--- src/hdl/dnrm_regs.svh ---
// dnrm_regs.svh - offsets, ranges, scale factors and timing of the drive register map
// assumes inclusion by the design modules only
`ifndef DNRM_REGS_SVH
`define DNRM_REGS_SVH
`define DNRM_ADDR_BASE 16'h9c41
`define DNRM_OFS_FREQ_CMD 16'h0002
`define DNRM_OFS_STATE 16'h0003
`define DNRM_OFS_FB_IN 16'h0005
`define DNRM_OFS_OUT_FREQ 16'h1002
`define DNRM_OFS_CURRENT 16'h1003
`define DNRM_OFS_DIR 16'h1004
`define DNRM_OFS_FB_MON_HI 16'h1005
`define DNRM_OFS_FB_MON_LO 16'h1006
`define DNRM_OFS_IN_TERM 16'h1007
`define DNRM_OFS_OUT_TERM 16'h1008
`define DNRM_OFS_SFREQ_HI 16'h1009
`define DNRM_OFS_SFREQ_LO 16'h100a
`define DNRM_OFS_VOLT 16'h100c
`define DNRM_OFS_RUN_HI 16'h100e
`define DNRM_OFS_RUN_LO 16'h100f
`define DNRM_OFS_PON_HI 16'h1010
`define DNRM_OFS_PON_LO 16'h1011
`define DNRM_PAIR_FB 0
`define DNRM_PAIR_SFREQ 1
`define DNRM_PAIR_RUN 2
`define DNRM_PAIR_PON 3
`define DNRM_FREQ_MAX 16'h0fa0
`define DNRM_STATE_MAX 16'h0009
`define DNRM_FB_MAX 16'h03e8
`define DNRM_MON_MAX 24'h0f423f
`define DNRM_NET_DIV 16'h000a
`define DNRM_FB_MON_DIV 24'h00000a
`define DNRM_SRC_NET_FREQ 2'h3
`define DNRM_SRC_NET_FB 2'h2
`define DNRM_EXC_NONE 8'h00
`define DNRM_EXC_ADDR 8'h02
`define DNRM_EXC_DATA 8'h03
`define DNRM_CLK_HZ 10000000
`define DNRM_SEC_PER_HOUR 3600
`define DNRM_FILT_TAU_MS 100
`define DNRM_FILT_STEP_MS 1
`define DNRM_FILT_FRAC 8
`endif

--- src/hdl/dnrm_pkg.sv ---
// dnrm_pkg.sv - types shared by the drive register map modules
// assumes dnrm_regs.svh sits on the include path
package dnrm_pkg;
  typedef enum logic [3:0] {
    DS_INITIAL,
    DS_RESERVED,
    DS_STOP,
    DS_RUN,
    DS_COAST_STOP,
    DS_JOGGING,
    DS_DC_BRAKING,
    DS_RETRY,
    DS_TRIP_ALARM,
    DS_UNDERVOLTAGE
  } dnrm_drive_state_t;
endpackage

--- src/hdl/dnrm_hour_counter.sv ---
// dnrm_hour_counter.sv - whole-hour counter that saturates at the monitor ceiling
// assumes count_en_in is synchronous to sys_clk_in
`timescale 1ns/1ps
`default_nettype none
`include "dnrm_regs.svh"
module dnrm_hour_counter #(
  parameter int unsigned SEC_CYCLES = `DNRM_CLK_HZ
) (
  input wire logic sys_clk_in,
  input wire logic rstn_in,
  input wire logic count_en_in,
  output logic [19:0] hours_out
);
  localparam logic [23:0] SEC_LAST = 24'(SEC_CYCLES - 1);
  localparam logic [11:0] HOUR_LAST = 12'(`DNRM_SEC_PER_HOUR - 1);
  logic [23:0] cyc_q;
  logic [11:0] sec_q;
  logic [19:0] hours_q;
  // partial hours are kept while paused, so time in run mode adds up exactly
  always_ff @(posedge sys_clk_in) begin
    if (!rstn_in) begin
      cyc_q <= 24'h000000;
      sec_q <= 12'h000;
      hours_q <= 20'h00000;
    end else if (count_en_in) begin
      cyc_q <= (cyc_q == SEC_LAST) ? 24'h000000 : cyc_q + 24'h000001;
      if (cyc_q == SEC_LAST) begin
        sec_q <= (sec_q == HOUR_LAST) ? 12'h000 : sec_q + 12'h001;
        if (sec_q == HOUR_LAST && hours_q != 20'(`DNRM_MON_MAX)) begin
          hours_q <= hours_q + 20'h00001;
        end
      end
    end
  end
  assign hours_out = hours_q;
endmodule
`default_nettype wire

--- src/hdl/dnrm_current_filter.sv ---
// dnrm_current_filter.sv - first-order low-pass on the current sample
// assumes sample_in is synchronous to sys_clk_in
`timescale 1ns/1ps
`default_nettype none
`include "dnrm_regs.svh"
module dnrm_current_filter #(
  parameter int unsigned STEP_CYCLES = `DNRM_CLK_HZ / 1000 * `DNRM_FILT_STEP_MS
) (
  input wire logic sys_clk_in,
  input wire logic rstn_in,
  input wire logic [10:0] sample_in,
  output logic [10:0] filtered_out
);
  localparam logic [18:0] RATIO = 19'(`DNRM_FILT_TAU_MS / `DNRM_FILT_STEP_MS);
  localparam logic [13:0] STEP_LAST = 14'(STEP_CYCLES - 1);
  logic [13:0] tick_q;
  logic [18:0] acc_q;
  logic [18:0] target;
  // fraction bits keep the small steps of a slow time constant from vanishing
  assign target = {sample_in, 8'h00};
  always_ff @(posedge sys_clk_in) begin
    if (!rstn_in) begin
      tick_q <= 14'h0000;
      acc_q <= 19'h00000;
    end else begin
      tick_q <= (tick_q == STEP_LAST) ? 14'h0000 : tick_q + 14'h0001;
      if (tick_q == STEP_LAST) begin
        if (target >= acc_q) begin
          acc_q <= acc_q + (target - acc_q) / RATIO;
        end else begin
          acc_q <= acc_q - (acc_q - target) / RATIO;
        end
      end
    end
  end
  assign filtered_out = acc_q[18:`DNRM_FILT_FRAC];
endmodule
`default_nettype wire

--- src/hdl/dnrm_register_map.sv ---
// dnrm_register_map.sv - network holding-register bank of the motor drive
// assumes one request per cycle from the frame layer, same clock as sys_clk_in
`timescale 1ns/1ps
`default_nettype none
`include "dnrm_regs.svh"
module dnrm_register_map #(
  parameter int unsigned SEC_CYCLES = `DNRM_CLK_HZ,
  parameter int unsigned FILT_STEP_CYCLES = `DNRM_CLK_HZ / 1000 * `DNRM_FILT_STEP_MS
) (
  input wire logic sys_clk_in,
  input wire logic rstn_in,
  input wire logic reg_rd_in,
  input wire logic reg_wr_in,
  input wire logic [15:0] reg_addr_in,
  input wire logic [15:0] reg_wdata_in,
  output logic reg_ack_out,
  output logic [7:0] reg_exc_out,
  output logic [15:0] reg_rdata_out,
  input wire logic [1:0] frequency_source_select_in,
  input wire logic [1:0] feedback_source_select_in,
  input wire logic [13:0] feedback_scale_constant_in,
  input wire logic [9:0] frequency_display_constant_in,
  input wire dnrm_pkg::dnrm_drive_state_t drive_state_in,
  input wire logic drive_running_in,
  input wire logic [11:0] out_freq_in,
  input wire logic [10:0] current_sample_in,
  input wire logic [1:0] direction_in,
  input wire logic [9:0] process_feedback_value_in,
  input wire logic [4:0] input_terminal_pins_in,
  input wire logic [2:0] output_terminal_state_in,
  input wire logic [14:0] output_voltage_in,
  output logic freq_cmd_valid_out,
  output logic [11:0] freq_cmd_out,
  output logic [8:0] freq_cmd_hz_out,
  output logic fb_net_valid_out,
  output logic [9:0] fb_net_out,
  output logic [6:0] fb_net_pct_out,
  output dnrm_pkg::dnrm_drive_state_t drive_state_code_out
);
  logic [15:0] rel;
  logic wr_take;
  logic rd_take;
  logic [15:0] rd_val;
  logic rd_ok;
  logic [3:0] pair_hi;
  logic [3:0] pair_lo;
  logic [7:0] wr_exc;
  logic [31:0] pair_val [4];
  logic [15:0] lo_val [4];
  logic [11:0] freq_cmd_q;
  logic [8:0] freq_hz_q;
  logic freq_valid_q;
  logic [9:0] fb_net_q;
  logic [6:0] fb_pct_q;
  logic fb_valid_q;
  dnrm_pkg::dnrm_drive_state_t state_q;
  dnrm_pkg::dnrm_drive_state_t hw_prev_q;
  logic ack_q;
  logic [7:0] exc_q;
  logic [15:0] rdata_q;
  logic [11:0] mon_freq_q;
  logic [1:0] mon_dir_q;
  logic [14:0] mon_volt_q;
  logic [2:0] out_term_q;
  logic [4:0] in_term_q;
  logic [19:0] fb_mon_q;
  logic [19:0] sfreq_q;
  logic [23:0] fb_prod;
  logic [23:0] sfreq_prod;
  logic [9:0] fb_src;
  logic [10:0] cur_filt;
  logic [19:0] run_hours;
  logic [19:0] pon_hours;
  logic [4:0] s1_q;
  logic [4:0] s2_q;
  logic [4:0] s3_q;

  // the host adds the offset to the base; the same base is stripped here
  assign rel = reg_addr_in - `DNRM_ADDR_BASE;
  // a write and a read in one cycle: the write is served
  assign wr_take = reg_wr_in;
  assign rd_take = reg_rd_in && !reg_wr_in;

  always_comb begin
    rd_val = 16'h0000;
    rd_ok = 1'b1;
    pair_hi = 4'h0;
    pair_lo = 4'h0;
    case (rel)
      `DNRM_OFS_FREQ_CMD: rd_val = {4'h0, freq_cmd_q};
      `DNRM_OFS_STATE: rd_val = {12'h000, state_q};
      `DNRM_OFS_FB_IN: rd_val = {6'h00, fb_net_q};
      `DNRM_OFS_OUT_FREQ: rd_val = {4'h0, mon_freq_q};
      `DNRM_OFS_CURRENT: rd_val = {5'h00, cur_filt};
      `DNRM_OFS_DIR: rd_val = {14'h0000, mon_dir_q};
      `DNRM_OFS_IN_TERM: rd_val = {11'h000, in_term_q};
      `DNRM_OFS_OUT_TERM: rd_val = {13'h0000, out_term_q};
      `DNRM_OFS_VOLT: rd_val = {1'b0, mon_volt_q};
      `DNRM_OFS_FB_MON_HI: begin
        rd_val = pair_val[`DNRM_PAIR_FB][31:16];
        pair_hi[`DNRM_PAIR_FB] = 1'b1;
      end
      `DNRM_OFS_FB_MON_LO: begin
        rd_val = lo_val[`DNRM_PAIR_FB];
        pair_lo[`DNRM_PAIR_FB] = 1'b1;
      end
      `DNRM_OFS_SFREQ_HI: begin
        rd_val = pair_val[`DNRM_PAIR_SFREQ][31:16];
        pair_hi[`DNRM_PAIR_SFREQ] = 1'b1;
      end
      `DNRM_OFS_SFREQ_LO: begin
        rd_val = lo_val[`DNRM_PAIR_SFREQ];
        pair_lo[`DNRM_PAIR_SFREQ] = 1'b1;
      end
      `DNRM_OFS_RUN_HI: begin
        rd_val = pair_val[`DNRM_PAIR_RUN][31:16];
        pair_hi[`DNRM_PAIR_RUN] = 1'b1;
      end
      `DNRM_OFS_RUN_LO: begin
        rd_val = lo_val[`DNRM_PAIR_RUN];
        pair_lo[`DNRM_PAIR_RUN] = 1'b1;
      end
      `DNRM_OFS_PON_HI: begin
        rd_val = pair_val[`DNRM_PAIR_PON][31:16];
        pair_hi[`DNRM_PAIR_PON] = 1'b1;
      end
      `DNRM_OFS_PON_LO: begin
        rd_val = lo_val[`DNRM_PAIR_PON];
        pair_lo[`DNRM_PAIR_PON] = 1'b1;
      end
      default: rd_ok = 1'b0;
    endcase
  end

  // only three registers accept data, each within its network range
  always_comb begin
    wr_exc = `DNRM_EXC_NONE;
    case (rel)
      `DNRM_OFS_FREQ_CMD: if (reg_wdata_in > `DNRM_FREQ_MAX) wr_exc = `DNRM_EXC_DATA;
      `DNRM_OFS_STATE: if (reg_wdata_in > `DNRM_STATE_MAX) wr_exc = `DNRM_EXC_DATA;
      `DNRM_OFS_FB_IN: if (reg_wdata_in > `DNRM_FB_MAX) wr_exc = `DNRM_EXC_DATA;
      default: wr_exc = `DNRM_EXC_ADDR;
    endcase
    // an undervoltage drive takes no new data
    if (wr_exc == `DNRM_EXC_NONE && state_q == dnrm_pkg::DS_UNDERVOLTAGE) begin
      wr_exc = `DNRM_EXC_DATA;
    end
  end

  always_ff @(posedge sys_clk_in) begin
    if (!rstn_in) begin
      ack_q <= 1'b0;
      exc_q <= `DNRM_EXC_NONE;
      rdata_q <= 16'h0000;
    end else begin
      ack_q <= wr_take || rd_take;
      if (wr_take) begin
        exc_q <= wr_exc;
        rdata_q <= 16'h0000;
      end else if (rd_take) begin
        exc_q <= rd_ok ? `DNRM_EXC_NONE : `DNRM_EXC_ADDR;
        rdata_q <= rd_ok ? rd_val : 16'h0000;
      end else begin
        exc_q <= `DNRM_EXC_NONE;
        rdata_q <= 16'h0000;
      end
    end
  end

  // plain flops with no backing store: a power cycle brings back zeros
  always_ff @(posedge sys_clk_in) begin
    if (!rstn_in) begin
      freq_cmd_q <= 12'h000;
      fb_net_q <= 10'h000;
    end else if (wr_take && wr_exc == `DNRM_EXC_NONE) begin
      if (rel == `DNRM_OFS_FREQ_CMD) freq_cmd_q <= reg_wdata_in[11:0];
      if (rel == `DNRM_OFS_FB_IN) fb_net_q <= reg_wdata_in[9:0];
    end
  end

  // whole units for internal use; the 0.1 step stays visible on the raw ports
  always_ff @(posedge sys_clk_in) begin
    if (!rstn_in) begin
      freq_hz_q <= 9'h000;
      fb_pct_q <= 7'h00;
      freq_valid_q <= 1'b0;
      fb_valid_q <= 1'b0;
    end else begin
      freq_hz_q <= 9'(freq_cmd_q / `DNRM_NET_DIV);
      fb_pct_q <= 7'(fb_net_q / `DNRM_NET_DIV);
      freq_valid_q <= frequency_source_select_in == `DNRM_SRC_NET_FREQ;
      fb_valid_q <= feedback_source_select_in == `DNRM_SRC_NET_FB;
    end
  end

  // a change reported by the drive wins over a host write in the same cycle
  always_ff @(posedge sys_clk_in) begin
    if (!rstn_in) begin
      state_q <= dnrm_pkg::DS_INITIAL;
      hw_prev_q <= dnrm_pkg::DS_INITIAL;
    end else begin
      hw_prev_q <= drive_state_in;
      if (drive_state_in != hw_prev_q) begin
        state_q <= drive_state_in;
      end else if (wr_take && wr_exc == `DNRM_EXC_NONE && rel == `DNRM_OFS_STATE) begin
        state_q <= dnrm_pkg::dnrm_drive_state_t'(reg_wdata_in[3:0]);
      end
    end
  end

  assign fb_src = fb_valid_q ? fb_net_q : process_feedback_value_in;
  // operands widened first so the product keeps its upper bits
  assign fb_prod = (24'(fb_src) * 24'(feedback_scale_constant_in)) / `DNRM_FB_MON_DIV;
  assign sfreq_prod = 24'(out_freq_in) * 24'(frequency_display_constant_in);

  always_ff @(posedge sys_clk_in) begin
    if (!rstn_in) begin
      mon_freq_q <= 12'h000;
      mon_dir_q <= 2'h0;
      mon_volt_q <= 15'h0000;
      out_term_q <= 3'h0;
      fb_mon_q <= 20'h00000;
      sfreq_q <= 20'h00000;
    end else begin
      mon_freq_q <= out_freq_in;
      mon_dir_q <= direction_in;
      mon_volt_q <= output_voltage_in;
      out_term_q <= output_terminal_state_in;
      fb_mon_q <= fb_prod[19:0];
      // the product can pass the display ceiling, so it is held there
      sfreq_q <= (sfreq_prod > `DNRM_MON_MAX) ? 20'(`DNRM_MON_MAX) : sfreq_prod[19:0];
    end
  end

  // a terminal change counts only once the last two stages agree
  genvar gb;
  generate
    for (gb = 0; gb < 5; gb++) begin : g_term
      always_ff @(posedge sys_clk_in) begin
        if (!rstn_in) begin
          s1_q[gb] <= 1'b0;
          s2_q[gb] <= 1'b0;
          s3_q[gb] <= 1'b0;
          in_term_q[gb] <= 1'b0;
        end else begin
          s1_q[gb] <= input_terminal_pins_in[gb];
          s2_q[gb] <= s1_q[gb];
          s3_q[gb] <= s2_q[gb];
          if (s2_q[gb] == s3_q[gb]) in_term_q[gb] <= s3_q[gb];
        end
      end
    end
  endgenerate

  assign pair_val[`DNRM_PAIR_FB] = {12'h000, fb_mon_q};
  assign pair_val[`DNRM_PAIR_SFREQ] = {12'h000, sfreq_q};
  assign pair_val[`DNRM_PAIR_RUN] = {12'h000, run_hours};
  assign pair_val[`DNRM_PAIR_PON] = {12'h000, pon_hours};

  // reading the high word freezes the low word until the low word is read
  genvar gp;
  generate
    for (gp = 0; gp < 4; gp++) begin : g_pair
      logic [15:0] shadow_q;
      logic armed_q;
      always_ff @(posedge sys_clk_in) begin
        if (!rstn_in) begin
          shadow_q <= 16'h0000;
          armed_q <= 1'b0;
        end else if (rd_take && pair_hi[gp]) begin
          shadow_q <= pair_val[gp][15:0];
          armed_q <= 1'b1;
        end else if (rd_take && pair_lo[gp]) begin
          armed_q <= 1'b0;
        end
      end
      assign lo_val[gp] = armed_q ? shadow_q : pair_val[gp][15:0];
    end
  endgenerate

  dnrm_hour_counter #(
    .SEC_CYCLES(SEC_CYCLES)
  ) u_run_hours (
    .sys_clk_in(sys_clk_in),
    .rstn_in(rstn_in),
    .count_en_in(drive_running_in),
    .hours_out(run_hours)
  );

  dnrm_hour_counter #(
    .SEC_CYCLES(SEC_CYCLES)
  ) u_pon_hours (
    .sys_clk_in(sys_clk_in),
    .rstn_in(rstn_in),
    .count_en_in(1'b1),
    .hours_out(pon_hours)
  );

  dnrm_current_filter #(
    .STEP_CYCLES(FILT_STEP_CYCLES)
  ) u_cur_filt (
    .sys_clk_in(sys_clk_in),
    .rstn_in(rstn_in),
    .sample_in(current_sample_in),
    .filtered_out(cur_filt)
  );

  assign reg_ack_out = ack_q;
  assign reg_exc_out = exc_q;
  assign reg_rdata_out = rdata_q;
  assign freq_cmd_valid_out = freq_valid_q;
  assign freq_cmd_out = freq_cmd_q;
  assign freq_cmd_hz_out = freq_hz_q;
  assign fb_net_valid_out = fb_valid_q;
  assign fb_net_out = fb_net_q;
  assign fb_net_pct_out = fb_pct_q;
  assign drive_state_code_out = state_q;
endmodule
`default_nettype wire

--- config.mk ---
export PLATFORM = sky130hd
export DESIGN_NAME = dnrm_register_map
export DESIGN_NICKNAME = d
export VERILOG_FILES = /design/src/hdl/dnrm_pkg.sv /design/src/hdl/dnrm_hour_counter.sv /design/src/hdl/dnrm_current_filter.sv /design/src/hdl/dnrm_register_map.sv
export VERILOG_INCLUDE_DIRS = /design/src /design/src/hdl
export SDC_FILE = /design/constraint.sdc
export NUM_CORES = 2
export LEC_CHECK = 0
export BUFFER_PORTS_ARGS = -buffer_cell sky130_fd_sc_hd__buf_4
export CORE_ASPECT_RATIO = 0.8
export CORE_UTILIZATION = 45
export CTS_BUF_LIST = sky130_fd_sc_hd__clkbuf_8
export CTS_CLUSTER_DIAMETER = 30
export DETAILED_ROUTE_END_ITERATION = 12
export GPL_TIMING_DRIVEN = 0
export SLEW_MARGIN = 10
export SYNTH_ARGS = -nofsm -noshare
export SYNTH_HDL_FRONTEND = slang
export SYNTH_SLANG_ARGS = --single-unit
--- constraint.sdc ---
create_clock -name sys_clk_in -period 34.5 [get_ports sys_clk_in]
set_clock_uncertainty 0.1 [all_clocks]
set_input_delay 6.9 -clock sys_clk_in [delete_from_list [all_inputs] [get_ports sys_clk_in]]
set_output_delay 6.9 -clock sys_clk_in [all_outputs]
set_load 0.02 [all_outputs]
==> impl_results.md <==
* Status: completed
* Least-Margin Pin Slew at 1260 ps
* Avg Vias per Cell at 5.71
* Worst skew pair latency at 710 ps
* Syn Area/Cell at 7.78 um2
* Drt initial violations at 2,839
* WP data required at 34,990 ps
* Largest area contributor in the netlist: dfxtp_1
* Async S/R FF share, synth at 0%
* Setup-failing EPs final at 0
* Arrival time worst endpoint at 22,520 ps
* Initial antenna violation count at 15
* Post-CTS resize count at 0
* Die footprint at 77,500 um2
* WS Path Type: in -> reg
* Core ar. at 75,400 um2
* DR pass1 iterations at 8
* Final Max Tran Viols at 0
* Cts bufs inserted at 88
* Top-count cell post-synth: nand2_1
* Final number of hold-violating endpoints at 0
* Synth top cells by count: 570 x nand2_1, 393 x nor2_1, 372 x dfxtp_1
* CTS hold repair buffers at 0
* Tot GR Track Use at 27.0%
* Top post-synthesis cells by area: dfxtp_1 22%, fa_1 10%, nand2_1 6.2%, ha_1 6.0%, a21oi_1 4.7%
* Finished Cell Area at 39,000 um2
* Ratio of cells with drive above 1 in the final layout at 9.70%
* Clk buf depth at 3
* Starting Density at 45.5%
* Headroom to the max-slew limit at 15.2%
* Maximum level of the CTS H-tree at 3
* RSZ-0062 raised after global routing: false
* Worst Setup SP: process_feedback_value_in[6]
* Hold WC Path Type: reg -> reg
* # DRC at 0
* ANT nets after route at 0
* Die X at 311 um
* Post-synthesis sequential area ratio at 21.7%
* Postcts setup bufs at 0
* CP top delay family: compound AO/OA/AOI/OAI gates
* Site row count at 90
* CP bufs+invs at 6
* FMAX at 45.4 MHz
* Number of flops mapped to enable cells by yosys at 0
* Final critical-path share of the clock period at 63.9%
* Worst path max stage delay at 990 ps
* First-pass GRT wire length at 169,000 um
* Yosys warns at 0
* Fin nets at 5,154
* Placer Congestion at 0.947
* Drt wl/cell at 18.5 um
* # Max-Cap Violations at 0
* Reg2reg start: fb_net_valid_out
* P&R area growth vs syn at 13.6%
* Worst hold start: s1_q[0]
* Placement Cell Area at 37,000 um2
* Yosys top cell area share at 21.7%
* Cells after Synth at 4,418
* Cell Area, Synth at 34,400 um2
* Fill cells at 7,421
* Crit path capture type: flip-flop
* Setup TNS at 0 ps
* Main synth FF type: dfxtp_1
* Pin count of the biggest net entering global routing at 17
* Crit-path max FO at 10
* CTS root buffer: clkbuf_8
* # port buffers at 175
* Critical Path Source Type: input pin
* Worst-path clk slew at 60 ps
* Via count at 33.0k
* IO Pins at 196
* WL final at 107,000 um
* Slowest cell on the critical path: a2111oi_0
* CTS tree: done
* Total grt overflow at 0
* Synth cell types at 118
* Fin crit period at 22,040 ps
* CP most frequent cell: fa_1
* HPWL Detailed at 84,100 um
* Yosys reg bits at 372
* Die H at 249 um
* Vias in the first global route at 30.8k
* Sink Count at 372
## logic make-up after synthesis
| logic type | after synthesis | share of synthesized area [%] |
|---|---|---|
| compound gates | 1047 | 20.4 |
| simple gates | 1731 | 24.2 |
| mux | 156 | 4.74 |
| buf+inv | 493 | 5.55 |
| xor+xnor | 263 | 6.81 |
| fa+ha+maj | 355 | 16.6 |
| flops | 372 | 21.7 |
| other cells | 1 | 0.0109 |
## registers in the layout, indices dropped and copies added (netlist names), 10 cells and up
signal / count
u_run_hours.sec_q: 12
fb_net_out: 10
mon_freq_q: 12
freq_cmd_out: 12
u_pon_hours.hours_out: 20
u_cur_filt.acc_q: 19
u_run_hours.hours_out: 20
reg_rdata_out: 16
u_pon_hours.cyc_q: 24
sfreq_q: 20
u_cur_filt.tick_q: 14
mon_volt_q: 15
g_pair.shadow_q: 64
u_pon_hours.sec_q: 12
u_run_hours.cyc_q: 24
fb_mon_q: 20
## final timing paths
path / endpoint / depth (start not counted) / slack, ps
max reg2reg: fb_mon_q[0] / 47 / 17840
min: s2_q[0] / 1 / 320
max: fb_mon_q[0] / 47 / 12460
min reg2reg: s2_q[0] / 1 / 320
## final cells by class
type | count | area (um2) | share of cell area (%)
Clock inverter | 61 | 652 | 1.67
Multi-Input combinational cell | 3558 | 25000 | 64.1
Timing Repair Buffer | 176 | 1320 | 3.38
Clock buffer | 101 | 1390 | 3.56
Inverter | 269 | 1010 | 2.59
Sequential cell | 372 | 7450 | 19.1
Buffer | 224 | 897 | 2.30
Tap cell | 1012 | 1270 | 3.24
Antenna cell | 5 | 12.5 | 0.0321
## through the flow
step	util (%)	hold slack (ps)	worst slack, ps	std cells
after floorplan	-	312	15130	4423
after global placement	49.0	318	12000	5610
after detailed placement	49.0	322	12100	5611
after CTS	51.7	322	12810	5773
after global routing	51.7	338	11430	5776
final	51.7	324	12460	5778
## layer usage
layer  GRT usage, %  vias to the layer above  wire length, um
li1               -                    16100                -
met1           38.0                    15700            49600
met2           41.3                     1021            46200
met3           5.94                      158             8490
met4           7.12                       20             2330
met5              0                        -              139
## cell usage in the layout (no fill, tap or decap), types with 16 or more instances in the layout
cell       instances
o31ai_1           18
and2_1           191
a21o_1            42
dfxtp_1          372
o221ai_1          18
inv_1            279
nand4_1           50
clkbuf_8         101
a31oi_1           42
a21oi_1          321
mux2i_1          125
nor2_1           393
clkbuf_1         179
buf_1             18
ha_1             164
fa_1             174
o21ai_0          177
o21a_1            25
nand2_1          570
buf_2             17
o2111ai_1         16
or2_2             21
xnor2_1          145
nand2b_1          38
nor2b_1           51
or3_1             34
xor2_1           114
o22ai_1           34
a211oi_1          61
and3_1            65
o21bai_1          27
nor3_1            80
nand3_1          117
buf_4            185
mux2_2            27
o211ai_1          30
nor4_1            38
Power is not shown: default switching activity piles up to over one toggle a cycle in this logic, so the estimate is an artifact.
